## config.mk

```make
export PLATFORM = sky130hd
export DESIGN_NAME = acqcfg_regs_top
export DESIGN_NICKNAME = d
export VERILOG_FILES = /design/src/acqcfg_pkg.sv /design/src/acqcfg_regs_top.sv
export VERILOG_INCLUDE_DIRS = /design/src
export SDC_FILE = /design/constraint.sdc
export NUM_CORES = 1
export LEC_CHECK = 0
export ABC_AREA = 1
export BUFFER_PORTS_ARGS = -buffer_cell sky130_fd_sc_hd__buf_2
export CAP_MARGIN = 20
export CORE_UTILIZATION = 58
export CTS_BUF_LIST = sky130_fd_sc_hd__clkbuf_16
export CTS_CLUSTER_DIAMETER = 50
export DETAILED_ROUTE_END_ITERATION = 16
export PLACE_DENSITY = 0.8
export SYNTH_ARGS = -nofsm -noshare
export SYNTH_HDL_FRONTEND = slang
export SYNTH_SLANG_ARGS = --single-unit
```

## constraint.sdc

```tcl
create_clock -name ref_clk_i -period 9.4 [get_ports ref_clk_i]
set_clock_uncertainty 0.05 [all_clocks]
set_input_delay 0 -clock ref_clk_i [delete_from_list [all_inputs] [get_ports ref_clk_i]]
set_output_delay 0 -clock ref_clk_i [all_outputs]
set_load 0.005 [all_outputs]
```

## src/acqcfg_regs.svh

```systemverilog
// Register offsets, field positions and reset values for the acquisition config bank
`ifndef ACQCFG_REGS_SVH
`define ACQCFG_REGS_SVH
// ****************************************************************
// Register offsets on the control bus
// ****************************************************************
`define ACQCFG_SNR_TWO_ADDR 7'h4e
`define ACQCFG_DC_THR_ADDR 7'h50
`define ACQCFG_PRE_LEAD_ADDR 7'h52
`define ACQCFG_PRE_LAG_ADDR 7'h54
`define ACQCFG_PAY_LEAD_ADDR 7'h56
`define ACQCFG_PAY_LAG_ADDR 7'h58
`define ACQCFG_FAR_ADDR 7'h5a
`define ACQCFG_TIMELINE_ADDR 7'h5c
`define ACQCFG_ACQ_THR_ADDR 7'h5e
`define ACQCFG_LONG_SEED_ADDR 7'h60
`define ACQCFG_SHORT_SEED_ADDR 7'h62
`define ACQCFG_TEST_BUS_ADDR 7'h64
// ****************************************************************
// Field positions
// ****************************************************************
`define ACQCFG_SNR_TWO_MSB 4
`define ACQCFG_SIX_MSB 5
`define ACQCFG_SEED_MSB 6
`define ACQCFG_BIT7 7
`define ACQCFG_BIT6 6
`define ACQCFG_SEED_SEL_BIT 3
// ****************************************************************
// Reset value and answer for unmapped reads
// ****************************************************************
`define ACQCFG_RESET_VAL 8'h00
`define ACQCFG_UNMAPPED_VAL 8'h00
// Log2 of 2^16 / 32: rate = N * 32 / 2^16 = N >> 11
`define ACQCFG_FAR_SHIFT 11
// Log2 of 32: the rate scaled by 2^16 is N << 5
`define ACQCFG_FAR_MUL_SHIFT 5
`endif

```

## src/acqcfg_pkg.sv

```systemverilog
// Types shared by the acquisition config register bank
`default_nettype none
package acqcfg_pkg;
  typedef logic [7:0] acqcfg_byte_t;
  typedef logic [6:0] acqcfg_addr_t;
  typedef logic [5:0] acqcfg_six_t;
  typedef logic [6:0] acqcfg_seed_t;
  // Read view of the dual-view status registers
  typedef enum logic [0:0] {
    ACQCFG_VIEW_B = 1'b0,
    ACQCFG_VIEW_A = 1'b1
  } acqcfg_view_t;
endpackage : acqcfg_pkg
`default_nettype wire

```

## src/acqcfg_regs_top.sv

```systemverilog
// Acquisition threshold and loop coefficient register bank with control-bus slave
`default_nettype none
`include "acqcfg_regs.svh"

module acqcfg_regs_top (
  input wire logic ref_clk_i,
  input wire logic rstn_i,
  input wire logic clk_en_i,
  // Control bus, same clock domain
  input wire acqcfg_pkg::acqcfg_addr_t bus_addr_i,
  input wire acqcfg_pkg::acqcfg_byte_t bus_wdata_i,
  input wire logic bus_wr_i,
  input wire logic bus_rd_i,
  output logic [7:0] bus_rdata_o,
  // Live receive-path values
  input wire acqcfg_pkg::acqcfg_byte_t test_bus_i,
  input wire acqcfg_pkg::acqcfg_byte_t received_strength_level_i,
  input wire acqcfg_pkg::acqcfg_byte_t background_level_i,
  input wire logic preamble_control_seed_sel_i,
  // Configuration outputs to the acquisition path
  output acqcfg_pkg::acqcfg_byte_t snr_threshold_two_o,
  output logic dc_offset_enable_o,
  output acqcfg_pkg::acqcfg_six_t preamble_lead_o,
  output acqcfg_pkg::acqcfg_six_t preamble_lag_o,
  output acqcfg_pkg::acqcfg_six_t payload_lead_o,
  output acqcfg_pkg::acqcfg_six_t payload_lag_o,
  output logic [7:0] false_alarm_rate_n_o,
  output logic [23:0] false_alarm_rate_q16_o,
  output logic force_short_preamble_o,
  output logic diversity_use_strength_o,
  output acqcfg_pkg::acqcfg_six_t verify_threshold_o,
  output logic far_adjust_enable_o,
  output logic acquire_with_energy_o,
  output acqcfg_pkg::acqcfg_six_t detect_threshold_o,
  output acqcfg_pkg::acqcfg_seed_t scrambler_seed_o,
  output acqcfg_pkg::acqcfg_view_t status_view_o
);
  import acqcfg_pkg::*;

  // ****************************************************************
  // Reset release
  // ****************************************************************
  logic rst_meta;
  logic rst_sync_n;

  // Asynchronous assert, two-flop synchronous release
  // Every flop behind this copy leaves reset on the same edge
  always_ff @(posedge ref_clk_i or negedge rstn_i) begin
    if (!rstn_i) begin
      rst_meta <= 1'b0;
      rst_sync_n <= 1'b0;
    end else begin
      rst_meta <= 1'b1;
      rst_sync_n <= rst_meta;
    end
  end

  // ****************************************************************
  // Input synchronisers for pin-side values
  // ****************************************************************
  acqcfg_byte_t tb_meta, tb_sync;
  acqcfg_byte_t rsl_meta, rsl_sync;
  acqcfg_byte_t bgl_meta, bgl_sync;
  logic sel_meta, sel_sync;

  // Two flops before any logic reads them
  // Multi-bit levels may settle bit by bit one edge apart; they move slowly
  always_ff @(posedge ref_clk_i or negedge rst_sync_n) begin
    if (!rst_sync_n) begin
      tb_meta <= `ACQCFG_RESET_VAL;
      tb_sync <= `ACQCFG_RESET_VAL;
      rsl_meta <= `ACQCFG_RESET_VAL;
      rsl_sync <= `ACQCFG_RESET_VAL;
      bgl_meta <= `ACQCFG_RESET_VAL;
      bgl_sync <= `ACQCFG_RESET_VAL;
      sel_meta <= 1'b0;
      sel_sync <= 1'b0;
    end else if (clk_en_i) begin
      tb_meta <= test_bus_i;
      tb_sync <= tb_meta;
      rsl_meta <= received_strength_level_i;
      rsl_sync <= rsl_meta;
      bgl_meta <= background_level_i;
      bgl_sync <= bgl_meta;
      sel_meta <= preamble_control_seed_sel_i;
      sel_sync <= sel_meta;
    end
  end

  // ****************************************************************
  // Register storage
  // ****************************************************************
  acqcfg_byte_t snr_threshold_two;
  acqcfg_byte_t dc_offset_threshold;
  acqcfg_byte_t preamble_lead_coefficient;
  acqcfg_byte_t preamble_lag_coefficient;
  acqcfg_byte_t payload_lead_coefficient;
  acqcfg_byte_t payload_lag_coefficient;
  acqcfg_byte_t false_alarm_rate_target;
  acqcfg_byte_t acquisition_timeline;
  acqcfg_byte_t acquisition_thresholds;
  acqcfg_byte_t long_preamble_seed;
  acqcfg_byte_t short_seed_and_view_select;

  // Write decode helper
  function automatic logic hit(input acqcfg_addr_t a, input acqcfg_addr_t off);
    hit = (a == off);
  endfunction : hit

  // Whole byte stored, unused bits included
  // Writes to the read-only test bus address match no decode and are dropped
  always_ff @(posedge ref_clk_i or negedge rst_sync_n) begin
    if (!rst_sync_n) begin
      snr_threshold_two <= `ACQCFG_RESET_VAL;
      dc_offset_threshold <= `ACQCFG_RESET_VAL;
      preamble_lead_coefficient <= `ACQCFG_RESET_VAL;
      preamble_lag_coefficient <= `ACQCFG_RESET_VAL;
      payload_lead_coefficient <= `ACQCFG_RESET_VAL;
      payload_lag_coefficient <= `ACQCFG_RESET_VAL;
      false_alarm_rate_target <= `ACQCFG_RESET_VAL;
      acquisition_timeline <= `ACQCFG_RESET_VAL;
      acquisition_thresholds <= `ACQCFG_RESET_VAL;
      long_preamble_seed <= `ACQCFG_RESET_VAL;
      short_seed_and_view_select <= `ACQCFG_RESET_VAL;
    end else if (clk_en_i && bus_wr_i) begin
      if (hit(bus_addr_i, `ACQCFG_SNR_TWO_ADDR)) begin
        snr_threshold_two <= bus_wdata_i;
      end
      if (hit(bus_addr_i, `ACQCFG_DC_THR_ADDR)) begin
        dc_offset_threshold <= bus_wdata_i;
      end
      if (hit(bus_addr_i, `ACQCFG_PRE_LEAD_ADDR)) begin
        preamble_lead_coefficient <= bus_wdata_i;
      end
      if (hit(bus_addr_i, `ACQCFG_PRE_LAG_ADDR)) begin
        preamble_lag_coefficient <= bus_wdata_i;
      end
      if (hit(bus_addr_i, `ACQCFG_PAY_LEAD_ADDR)) begin
        payload_lead_coefficient <= bus_wdata_i;
      end
      if (hit(bus_addr_i, `ACQCFG_PAY_LAG_ADDR)) begin
        payload_lag_coefficient <= bus_wdata_i;
      end
      if (hit(bus_addr_i, `ACQCFG_FAR_ADDR)) begin
        false_alarm_rate_target <= bus_wdata_i;
      end
      if (hit(bus_addr_i, `ACQCFG_TIMELINE_ADDR)) begin
        acquisition_timeline <= bus_wdata_i;
      end
      if (hit(bus_addr_i, `ACQCFG_ACQ_THR_ADDR)) begin
        acquisition_thresholds <= bus_wdata_i;
      end
      if (hit(bus_addr_i, `ACQCFG_LONG_SEED_ADDR)) begin
        long_preamble_seed <= bus_wdata_i;
      end
      if (hit(bus_addr_i, `ACQCFG_SHORT_SEED_ADDR)) begin
        short_seed_and_view_select <= bus_wdata_i;
      end
    end
  end

  // ****************************************************************
  // Read path
  // ****************************************************************
  acqcfg_byte_t next_rdata;

  // Readback mux; unmapped addresses answer zero
  // Status views are served elsewhere; only the test bus reads live here
  // A read and a write in one cycle return the old value
  always_comb begin
    case (bus_addr_i)
      `ACQCFG_SNR_TWO_ADDR: next_rdata = snr_threshold_two;
      `ACQCFG_DC_THR_ADDR: next_rdata = dc_offset_threshold;
      `ACQCFG_PRE_LEAD_ADDR: next_rdata = preamble_lead_coefficient;
      `ACQCFG_PRE_LAG_ADDR: next_rdata = preamble_lag_coefficient;
      `ACQCFG_PAY_LEAD_ADDR: next_rdata = payload_lead_coefficient;
      `ACQCFG_PAY_LAG_ADDR: next_rdata = payload_lag_coefficient;
      `ACQCFG_FAR_ADDR: next_rdata = false_alarm_rate_target;
      `ACQCFG_TIMELINE_ADDR: next_rdata = acquisition_timeline;
      `ACQCFG_ACQ_THR_ADDR: next_rdata = acquisition_thresholds;
      `ACQCFG_LONG_SEED_ADDR: next_rdata = long_preamble_seed;
      `ACQCFG_SHORT_SEED_ADDR: next_rdata = short_seed_and_view_select;
      `ACQCFG_TEST_BUS_ADDR: next_rdata = tb_sync; // Same in both views
      default: next_rdata = `ACQCFG_UNMAPPED_VAL;
    endcase
  end

  // Read data registered one cycle after the read strobe
  always_ff @(posedge ref_clk_i or negedge rst_sync_n) begin
    if (!rst_sync_n) begin
      bus_rdata_o <= `ACQCFG_RESET_VAL;
    end else if (clk_en_i && bus_rd_i) begin
      bus_rdata_o <= next_rdata;
    end
  end

  // ****************************************************************
  // Configuration decode to the acquisition path
  // ****************************************************************
  logic [8:0] dc_limit;

  // Threshold plus background, one bit of headroom
  // An eight-bit sum would wrap and open the gate at high background
  assign dc_limit = {3'b000, dc_offset_threshold[`ACQCFG_SIX_MSB:0]} + {1'b0, bgl_sync};

  // Weight-choice SNR threshold; bits above the field read as zero
  always_ff @(posedge ref_clk_i or negedge rst_sync_n) begin
    if (!rst_sync_n) begin
      snr_threshold_two_o <= `ACQCFG_RESET_VAL;
    end else if (clk_en_i) begin
      snr_threshold_two_o <= {3'b000, snr_threshold_two[`ACQCFG_SNR_TWO_MSB:0]};
    end
  end

  // DC offset gate; equal levels keep it off
  always_ff @(posedge ref_clk_i or negedge rst_sync_n) begin
    if (!rst_sync_n) begin
      dc_offset_enable_o <= 1'b0;
    end else if (clk_en_i) begin
      dc_offset_enable_o <= ({1'b0, rsl_sync} > dc_limit);
    end
  end

  // Tracking loop coefficients; unused top bits never reach the loop
  always_ff @(posedge ref_clk_i or negedge rst_sync_n) begin
    if (!rst_sync_n) begin
      preamble_lead_o <= '0;
      preamble_lag_o <= '0;
      payload_lead_o <= '0;
      payload_lag_o <= '0;
    end else if (clk_en_i) begin
      preamble_lead_o <= preamble_lead_coefficient[`ACQCFG_SIX_MSB:0];
      preamble_lag_o <= preamble_lag_coefficient[`ACQCFG_SIX_MSB:0];
      payload_lead_o <= payload_lead_coefficient[`ACQCFG_SIX_MSB:0];
      payload_lag_o <= payload_lag_coefficient[`ACQCFG_SIX_MSB:0];
    end
  end

  // False alarm rate, raw and as a fraction scaled by 2^16
  always_ff @(posedge ref_clk_i or negedge rst_sync_n) begin
    if (!rst_sync_n) begin
      false_alarm_rate_n_o <= `ACQCFG_RESET_VAL;
      false_alarm_rate_q16_o <= '0;
    end else if (clk_en_i) begin
      false_alarm_rate_n_o <= false_alarm_rate_target;
      // N*32 as a left shift; headroom keeps the top bits of N
      false_alarm_rate_q16_o <= {16'h0000, false_alarm_rate_target} << `ACQCFG_FAR_MUL_SHIFT;
    end
  end

  // Timeline controls for preamble handling and verify
  always_ff @(posedge ref_clk_i or negedge rst_sync_n) begin
    if (!rst_sync_n) begin
      force_short_preamble_o <= 1'b0;
      diversity_use_strength_o <= 1'b0;
      verify_threshold_o <= '0;
    end else if (clk_en_i) begin
      force_short_preamble_o <= acquisition_timeline[`ACQCFG_BIT7];
      diversity_use_strength_o <= acquisition_timeline[`ACQCFG_BIT6];
      verify_threshold_o <= acquisition_timeline[`ACQCFG_SIX_MSB:0];
    end
  end

  // Detect controls; rate logic runs while bit 7 is clear
  always_ff @(posedge ref_clk_i or negedge rst_sync_n) begin
    if (!rst_sync_n) begin
      far_adjust_enable_o <= 1'b0;
      acquire_with_energy_o <= 1'b0;
      detect_threshold_o <= '0;
    end else if (clk_en_i) begin
      far_adjust_enable_o <= ~acquisition_thresholds[`ACQCFG_BIT7];
      acquire_with_energy_o <= acquisition_thresholds[`ACQCFG_BIT6];
      detect_threshold_o <= acquisition_thresholds[`ACQCFG_SIX_MSB:0];
    end
  end

  // Scrambler seed source and status view
  always_ff @(posedge ref_clk_i or negedge rst_sync_n) begin
    if (!rst_sync_n) begin
      scrambler_seed_o <= '0;
      status_view_o <= ACQCFG_VIEW_B;
    end else if (clk_en_i) begin
      // Seed source picked by preamble control bit
      scrambler_seed_o <= sel_sync ? short_seed_and_view_select[`ACQCFG_SEED_MSB:0]
                                   : long_preamble_seed[`ACQCFG_SEED_MSB:0];
      // View select for the dual-view status registers
      status_view_o <= acqcfg_view_t'(short_seed_and_view_select[`ACQCFG_BIT7]);
    end
  end

endmodule : acqcfg_regs_top
`default_nettype wire

```

==> results.py, run 1 <==
metrics = {
    "placed_design": {
        "dp_cells": 1419,
        "dp_hpwl_um": 14900,
        "place_congestion": 0.918,
        "portBuffers": 122,
    },
    "final_layout": {
        "final_cells": 1504,
        "layout.nets": 1332,
        "n_antenna_cell": 0,
        "fin_util": 0.712,
        "drive_gt1_frac": 0.148,
        "final_cell_mix": "nand2_1, dfrtp_1, buf_2",
        "final_common_cell": "nand2_1",
        "fill_cells": 1227,
        "area_delta_synth_final_pct": 19.6,
    },
    "global_routing": {
        "grt_overflow": 0,
        "grt_pass1_vias": 7643,
        "antenna_found_initial": 0,
        "grt_max_degree": 89,
        "grt_pass1_wl_um": 37700,
        "grt_use_total": 0.288,
    },
    "clocking": {
        "cts_tree": "done",
        "htreeDepth": 1,
        "insertion_delay_ns": 0.50,
        "cts-root-buf": "clkbuf_16",
        "cts.path.max_buffers": 3,
        "postCtsResizedCells": 0,
        "clkTransAtPathRegs_ns": 0.06,
        "cts_made_buffers": 23,
        "cts_setup_buffers": 0,
        "clkSinkCount": 210,
    },
    "critical_path": {
        "rrSetupSlack_ns": 6.68,
        "crit_arrival_ns": 3.07,
        "worstSetupStartpointType": "flip-flop",
        "cp-end-kind": "flip-flop",
        "crit_required_ns": 9.74,
        "path_class": "reg -> reg",
        "slowest_stage": "fa_1",
        "r2r-start": "dc_offset_threshold[0]",
        "cp_slowest_stage_delay_ns": 0.39,
        "worst-r2r-cell-count": 16,
        "crit_chain": "ha_1, inv_1, fa_1, o21ai_0, nand2_1, nand2_1, a21oi_1, nand2_1, nand2_1, ha_1, and3_1, nand4_1, nand2_1, nor2_1, nand2_1, nand2_1",
        "rr_endpoint": "dc_offset_enable_o",
        "path_max_fanout": 3,
        "critPathMostFrequentCell": "nand2_1",
    },
    "hold_path": {
        "min-delay-start": "bus_wr_i",
        "hold_end": "snr_threshold_two[1]",
        "holdCritPathClass": "in -> reg",
        "hold_path_depth": 5,
    },
    "floorplan": {
        "start_util": 0.596,
        "die_y_um": 130,
        "die_w_um": 130,
        "row_count": 46,
        "io_pins": 142,
        "die_area_um2": 16800,
        "coreArea_um2": 15900,
    },
    "power": {
        "power_uw": 2190,
        "peakVddDrop_uv": 125,
        "power_density_nw_per_um2": 193,
        "p_leak_uw": 0.00613,
    },
    "synth": {
        "syn_inst": 1134,
        "ys_seq_elements": 210,
        "avgSynthCellArea_um2": 8.34,
        "synth_cell_types": 31,
        "synth_edf_count": 0,
        "synth_warnings": 0,
        "synthArstFlopShare": 1.00,
        "ys.flop_type": "dfrtp_1",
        "yosysSeqAreaShare": 0.555,
        "synth.cell_area_um2": 9460,
    },
    "detailed_routing": {
        "wl_per_cell_um": 15.5,
        "drtIter0Drc": 637,
        "drt_first_pass_iters": 6,
        "drc": 0,
        "ant_nets": 0,
        "wirelength_um": 23400,
        "via_count": 8081,
        "vias_per_cell": 5.37,
    },
    "sta": {
        "fin_crit_sh": 0.290,
        "relSlewSlack": 0.470,
        "tightest_slew_ns": 0.795,
        "slew_viol_final": 0,
        "setup_violations": 0,
        "whs_ns": 0.00755,
        "post-route-min-period_ns": 2.72,
        "tns_ns": 0,
        "hold_viol": 0,
        "rsz0062_at_grt": "false",
        "fmax_mhz": 367,
    },
    "job": {
        "drv_cap": 0,
    },
    "status": {
        "status": "finished, final reports clean",
    },
}
==> worst max-delay path by stage <==
stage,to,start,cells after the start
finish,dc_offset_enable_o,dc_offset_threshold[0],16
global placement,dc_offset_enable_o,dc_offset_threshold[0],16
detailed placement,dc_offset_enable_o,dc_offset_threshold[0],16
floorplan,acquire_with_energy_o,rst_sync_n,0
CTS,dc_offset_enable_o,dc_offset_threshold[0],16
global route,dc_offset_enable_o,dc_offset_threshold[0],16
==> synth_stat cells (2+ instances only) <==
cell	count	area (um2)
nor3_1	2	10.0
inv_1	33	124
buf_4	31	233
a21oi_1	9	45.0
inv_2	4	15.0
o21ai_1	52	260
o21a_1	3	22.5
xor2_1	4	35.0
conb_1	2	7.51
nor2_4	8	90.1
dfrtp_1	210	5260
buf_2	12	60.1
nand3_2	6	60.1
nand4_1	2	12.5
ha_1	14	175
nand3_1	93	465
o21ai_0	62	310
nand2_1	506	1900
nor2_1	35	131
nor2_2	3	18.8
nand2_2	4	25.0
buf_1	2	7.51
clkbuf_1	29	109
==> per-stage QoR <==
stage	setup WS (ns)	area (um2)
2_1_floorplan	3.06	9530
3_3_place_gp	6.86	10000
3_5_place_dp	6.73	10000
4_1_cts	6.71	11300
5_1_grt	6.48	11300
6_report	6.68	11300
==> where the power goes <==
group	leakage [uW]	internal, uW	switching (uW)
registers	0.00277	963	46.6
logic	0.00295	76.5	121
clock network	0.000403	614	366
total	0.00613	1650	534
==> kinds of logic after synthesis <==
logic type      after synthesis  synth area share
compound gates              128            0.0690
xor+xnor                      5           0.00463
fa+ha+maj                    15            0.0206
simple gates                662             0.290
buf+inv                     112            0.0591
flops                       210             0.555
other cells                   2          0.000794
==> critical path, delay by kind of cell (launching register included) <==
| kind | cells | cell delay (ns) |
|---|---|---|
| AND/OR/NAND/NOR | 10 | 0.83 |
| adder cells (fa/ha/maj) | 3 | 0.88 |
| buffers and inverters | 1 | 0.06 |
| AO/OA/AOI/OAI | 2 | 0.42 |
| flip-flops | 1 | 0.37 |
==> area by class of cell <==
class,count,area (um2),share of cell area
timing repair buffer,170,1100,0.0973
inverter,37,140,0.0124
sequential,210,5260,0.465
multi-input combinational,830,3710,0.328
tap,216,270,0.0239
clock inverter,18,256,0.0227
clock buffer,23,576,0.0509
==> metal layers <==
layer,up-vias,wire length (um),track usage
met4,0,766,0.114
met5,-,0,0
met1,3823,10100,0.402
met3,70,1540,0.0439
met2,323,11000,0.459
li1,3865,-,-
==> what timing repair did <==
item                       CTS  global route
setup endpoints to repair    0             0
hold endpoints to repair   103             0
hold buffers                43             0
Power figures use the tool's default switching activity.
==> run 2, diff against run 1 <==
CORE_UTILIZATION = 57   (was 58)
PLACE_DENSITY = 0.79   (was 0.8)
clock period = 2.6 ns   (was 9.4 ns; I/O delays follow)
==> run 2 against run 1 <==
Worst hold slack better by 0.0056 ns; utilization down 0.52 points; combinational power grew to 3.7 times the previous value; critical path depth unchanged; register-to-register slack got worse by 6.4 ns; fmax up 15%; wire length up 0.67%; global-route usage down 0.35 points; design area increased by 0.35%; die area increased by 1.7%; critical path type unchanged; largest cell class unchanged; largest power group unchanged.
==> results.py, run 2 (synthesis gave the netlist of run 1 again) <==
metrics = {
    "sta": {
        "setup_violations": 0,
        "fin_crit_sh": 0.907,
        "tightest_slew_ns": 0.674,
        "tns_ns": 0,
        "post-route-min-period_ns": 2.36,
        "hold_viol": 0,
        "setup_slack_ns": 0.241,
        "fmax_mhz": 424,
        "relSlewSlack": 0.551,
        "slew_viol_final": 0,
        "rsz0062_at_grt": "false",
    },
    "critical_path": {
        "slowest_stage": "dfrtp_1",
        "crit_arrival_ns": 2.70,
        "cp-end-kind": "flip-flop",
        "worstSetupStartpointType": "flip-flop",
        "crit_chain": "ha_1, inv_1, fa_2, o21ai_2, nand2_1, nand2_1, a21oi_1, nand2_1, nand2_1, ha_1, and3_1, nand4_1, nand2_1, nor2_1, nand2_1, nand2_1",
        "critical_path.top_delay_family": "adder cells",
        "cp_slowest_stage_delay_ns": 0.37,
        "crit_required_ns": 2.94,
        "path_class": "reg -> reg",
        "worst-path-buf-inv": 1,
        "path_max_fanout": 3,
        "critPathMostFrequentCell": "nand2_1",
    },
    "placed_design": {
        "portBuffers": 122,
        "place_congestion": 0.909,
        "place_ws_ns": 0.108,
        "dp_hpwl_um": 15400,
    },
    "global_routing": {
        "grt_max_degree": 114,
        "grt_pass1_vias": 7540,
        "grt_overflow": 0,
        "antenna_found_initial": 1,
        "grt_pass1_wl_um": 37400,
        "grt_use_total": 0.285,
    },
    "hold_path": {
        "holdCritPathClass": "in -> reg",
    },
    "final_layout": {
        "final_cell_mix": "nand2_1, dfrtp_1, buf_2",
        "fill_cells": 1243,
        "layout.nets": 1346,
        "final_common_cell": "nand2_1",
        "drive_gt1_frac": 0.150,
        "area_delta_synth_final_pct": 20.0,
    },
    "clocking": {
        "clkSinkCount": 210,
        "cts.path.max_buffers": 3,
        "insertion_delay_ns": 0.50,
        "clkTransAtPathRegs_ns": 0.06,
        "cts_tree": "done",
        "htreeDepth": 1,
        "cts_made_buffers": 22,
        "cts-root-buf": "clkbuf_16",
    },
    "power": {
        "power_density_nw_per_um2": 652,
        "p_leak_uw": 0.00616,
        "peakVddDrop_uv": 490,
    },
    "detailed_routing": {
        "vias_per_cell": 5.34,
        "wirelength_um": 23500,
        "drt_first_pass_iters": 5,
        "ant_nets": 0,
        "wl_per_cell_um": 15.5,
        "via_count": 8095,
        "drc": 0,
        "drtIter0Drc": 740,
    },
    "job": {
        "drv_cap": 0,
    },
    "floorplan": {
        "die_y_um": 131,
        "row_count": 46,
        "coreArea_um2": 16100,
        "io_pins": 142,
        "die_area_um2": 17100,
        "start_util": 0.589,
        "die_w_um": 131,
    },
    "status": {
        "status": "finished, final reports clean",
    },
}
-- run 2: changes by cell type in the layout (fill, tap and decap cells not counted), sizes merged --
cell         before  now
buf             127  135
dlygate4sd3      43   50
bufinv            6    2
clkinvlp          3    0
inv              38   40
clkinv            8    9
diode             0    1
-- run 2: worst min-delay path: cells and delay by family --
family,cells,cell delay (ns)
compound gates,1,0.07
buf+inv,1,0.10
simple gates,3,0.33
-- run 2: metrics by stage --
stage                     cells  total power (uW)  area [um2]   util  hold WS, ns
after floorplan            1152              4110        9530      -       -0.346
after global placement     1427              4350       10100  0.632       -0.263
after detailed placement   1427              4370       10100  0.632       -0.263
after CTS                  1514              7440       11300  0.706      0.00183
after global routing       1516              7710       11400  0.707       0.0360
final                      1516              7400       11400  0.707       0.0132
-- run 2: final cells by class --
class,count,area (um2),share of cell area
multi-input cells,830,3720,0.328
repair buffers,185,1270,0.112
flip-flops and latches,210,5260,0.463
clock buffers,23,576,0.0507
inverters,37,140,0.0123
well taps,216,270,0.0238
clock inverters,14,115,0.0101
diodes,1,2.50,0.000220
-- run 2: what timing repair did --
action | 4_1_cts | 5_1_grt
endpoints found under the setup margin | 0 | 1
gates resized for setup | 0 | 3
hold endpoints to repair | 69 | 0
hold buffers | 50 | 0
buffers inserted | 0 | 1
-- run 2: path summary, 6_finish.rpt --
kind,start,to,slack (ns),cells after the start
worst max-delay path,dc_offset_threshold[0],dc_offset_enable_o,0.24,16
min in group asynchronous,rstn_i,rst_sync_n,0.28,3
worst max register to register,dc_offset_threshold[0],dc_offset_enable_o,0.24,16
worst min-delay path,bus_wr_i,snr_threshold_two[4],0.01,5
worst min register to register,rst_meta,rst_sync_n,0.30,0
max in group asynchronous,rst_sync_n,preamble_lag_coefficient[7],1.47,1
-- run 2: where the power goes --
part	switching [uW]	internal [uW]
Sequential	168	3480
Combinational	439	295
Clock	1230	1790
-- run 2: per-layer routing --
metal,wire length (um),GRT usage,up-vias,part of all wire
li1,-,-,3881,-
met1,10100,0.389,3879,0.43
met2,11400,0.470,283,0.48
met3,1320,0.0419,52,0.056
met4,683,0.0933,0,0.029
met5,0,0,-,0
==> run 3, diff against run 2 <==
RECOVER_POWER = 50   (was unset)
SLEW_MARGIN = 20   (was unset)
==> run 3 against run 2 <==
The flow now finishes with violations (max-capacitance violations, max-slew violations); wire length up 0.30%; utilization down 0.58 points; final cell count unchanged.
==> results.py, run 3 (synthesis gave the netlist of run 1 again) <==
metrics = {
    "sta": {
        "tns_ns": 0,
        "slew_viol_final": 43,
        "setup_violations": 0,
        "tightest_slew_ns": 2.08,
        "setup_slack_ns": 0.236,
        "fin_crit_sh": 0.909,
        "relSlewSlack": -0.384,
        "post-route-min-period_ns": 2.36,
        "hold_viol": 0,
        "fmax_mhz": 423,
    },
    "global_routing": {
        "grt_pass1_vias": 7540,
        "grt_overflow": 0,
        "grt_pass1_wl_um": 37400,
        "grt_use_total": 0.285,
        "grt_util_met1": 0.389,
        "grt_max_degree": 114,
        "antenna_found_initial": 1,
        "grt_use_met2": 0.470,
        "met3_usage": 0.0419,
        "grt_busiest_layer": "met2",
    },
    "final_layout": {
        "final_cells": 1516,
        "area_delta_synth_final_pct": 19.1,
        "final_common_cell": "nand2_1",
        "fill_cells": 1282,
        "drive_gt1_frac": 0.102,
        "layout.nets": 1346,
        "final_cell_mix": "nand2_1, dfrtp_1, nand3_1",
    },
    "hold_path": {
        "hold_end": "snr_threshold_two[4]",
        "hold_path_depth": 5,
        "min-delay-start": "bus_wr_i",
        "holdCritPathClass": "in -> reg",
    },
    "detailed_routing": {
        "via_count": 8103,
        "drt_first_pass_iters": 6,
        "drc": 0,
        "wirelength_um": 23600,
        "vias_per_cell": 5.34,
        "wl_per_cell_um": 15.6,
        "drtIter0Drc": 693,
        "ant_nets": 0,
    },
    "power": {
        "power_density_nw_per_um2": 656,
        "switching_power_uw": 1840,
        "clkPwrFrac": 0.408,
        "p_leak_uw": 0.00590,
        "seqPwrFrac": 0.494,
        "power_uw": 7390,
        "peakVddDrop_uv": 490,
        "pwr-share-comb": 0.098,
        "swShare": 0.249,
        "intPower_uw": 5550,
    },
    "placed_design": {
        "portBuffers": 122,
        "dp_cells": 1427,
        "place_congestion": 0.909,
        "dp_hpwl_um": 15400,
        "place_ws_ns": 0.108,
    },
    "job": {
        "drv_cap": 1,
    },
    "critical_path": {
        "path_class": "reg -> reg",
        "crit_chain": "ha_1, inv_1, fa_2, o21ai_2, nand2_1, nand2_1, a21oi_1, nand2_1, nand2_1, ha_1, and3_1, nand4_1, nand2_1, nor2_1, nand2_1, nand2_1",
        "r2r-start": "dc_offset_threshold[0]",
        "worst-r2r-cell-count": 16,
        "crit_arrival_ns": 2.70,
        "worstSetupStartpointType": "flip-flop",
        "rr_endpoint": "dc_offset_enable_o",
        "slowest_stage": "dfrtp_1",
        "critPathMostFrequentCell": "nand2_1",
        "cp_slowest_stage_delay_ns": 0.37,
        "crit_required_ns": 2.93,
        "rrSetupSlack_ns": 0.24,
        "path_max_fanout": 3,
        "cp-end-kind": "flip-flop",
    },
    "status": {
        "failed_checks": "max-capacitance violations, max-slew violations",
        "status": "complete, but fails checks",
    },
    "clocking": {
        "insertion_delay_ns": 0.50,
        "clkTransAtPathRegs_ns": 0.06,
        "cts_tree": "done",
        "cts.path.max_buffers": 3,
        "cts-root-buf": "clkbuf_16",
        "cts_made_buffers": 22,
        "clkSinkCount": 210,
        "htreeDepth": 1,
    },
    "floorplan": {
        "coreArea_um2": 16100,
        "io_pins": 142,
        "row_count": 46,
        "die_w_um": 131,
        "die_area_um2": 17100,
        "die_y_um": 131,
        "start_util": 0.589,
    },
}
-- run 3: cell count changes in the layout (fill, tap and decap cells not counted) --
cell	previous run	this run
buf_12	5	4
buf_2	121	60
clkbuf_1	0	61
clkbuf_4	0	1
clkinv_2	5	4
clkinvlp_2	0	1
dfrtp_1	209	210
dfrtp_4	1	0
-- run 3: how the worst max path moves through the flow --
stage | startpoint | to | slack (ns) | cells after the start
after floorplan | dc_offset_threshold[0] | dc_offset_enable_o | 0.20 | 16
final | dc_offset_threshold[0] | dc_offset_enable_o | 0.24 | 16
after detailed placement | dc_offset_threshold[0] | dc_offset_enable_o | 0.11 | 16
after global placement | dc_offset_threshold[0] | dc_offset_enable_o | 0.17 | 16
after CTS | dc_offset_threshold[0] | dc_offset_enable_o | 0.07 | 16
after global routing | dc_offset_threshold[0] | dc_offset_enable_o | -0.005 | 16
-- run 3: final cells by class --
cell class | count | area [um2] | area share
sequential | 210 | 5260 | 0.467
inverter | 37 | 140 | 0.0124
timing repair buffer | 185 | 1180 | 0.105
tap | 216 | 270 | 0.0240
clock inverter | 14 | 115 | 0.0102
multi-input combinational | 830 | 3720 | 0.330
clock buffer | 23 | 576 | 0.0511
antenna | 1 | 2.50 | 0.000222
-- run 3: critical path, delay by kind of cell, from the launching register on --
kind / cells / cell delay, ns
compound gates: 2 / 0.22
fa+ha+maj: 3 / 0.83
buf+inv: 1 / 0.06
flops: 1 / 0.37
simple gates: 10 / 0.74
-- run 3: per-stage QoR --
stage / util / hold WS, ns / area (um2)
floorplan: - / -0.346 / 9530
global placement: 0.632 / -0.263 / 10100
detailed placement: 0.632 / -0.263 / 10100
CTS: 0.706 / 0.00183 / 11300
global route: 0.701 / 0.0360 / 11300
finish: 0.701 / 0.0144 / 11300
-- run 3: per-layer routing --
layer | up-vias | wire length, um
met2 | 294 | 11500
met3 | 44 | 1490
met5 | - | 0
met1 | 3882 | 9950
li1 | 3883 | -
met4 | 0 | 651
-- run 3: power by group through the flow --
stage | logic [uW] | clock network (uW) | registers, uW
2_1_floorplan | 416 | 0 | 3700
3_3_place_gp | 656 | 0 | 3700
3_5_place_dp | 671 | 0 | 3700
4_1_cts | 734 | 3050 | 3650
5_1_grt | 827 | 3200 | 3680
6_report | 721 | 3020 | 3650
-- run 3: repair_timing --
| action | in CTS | in global routing |
|---|---|---|
| buffers inserted | 0 | 1 |
| endpoints found under the setup margin | 0 | 1 |
| gates resized for setup | 0 | 3 |
| hold buffers | 50 | 0 |
| endpoints found under the hold margin | 69 | 0 |
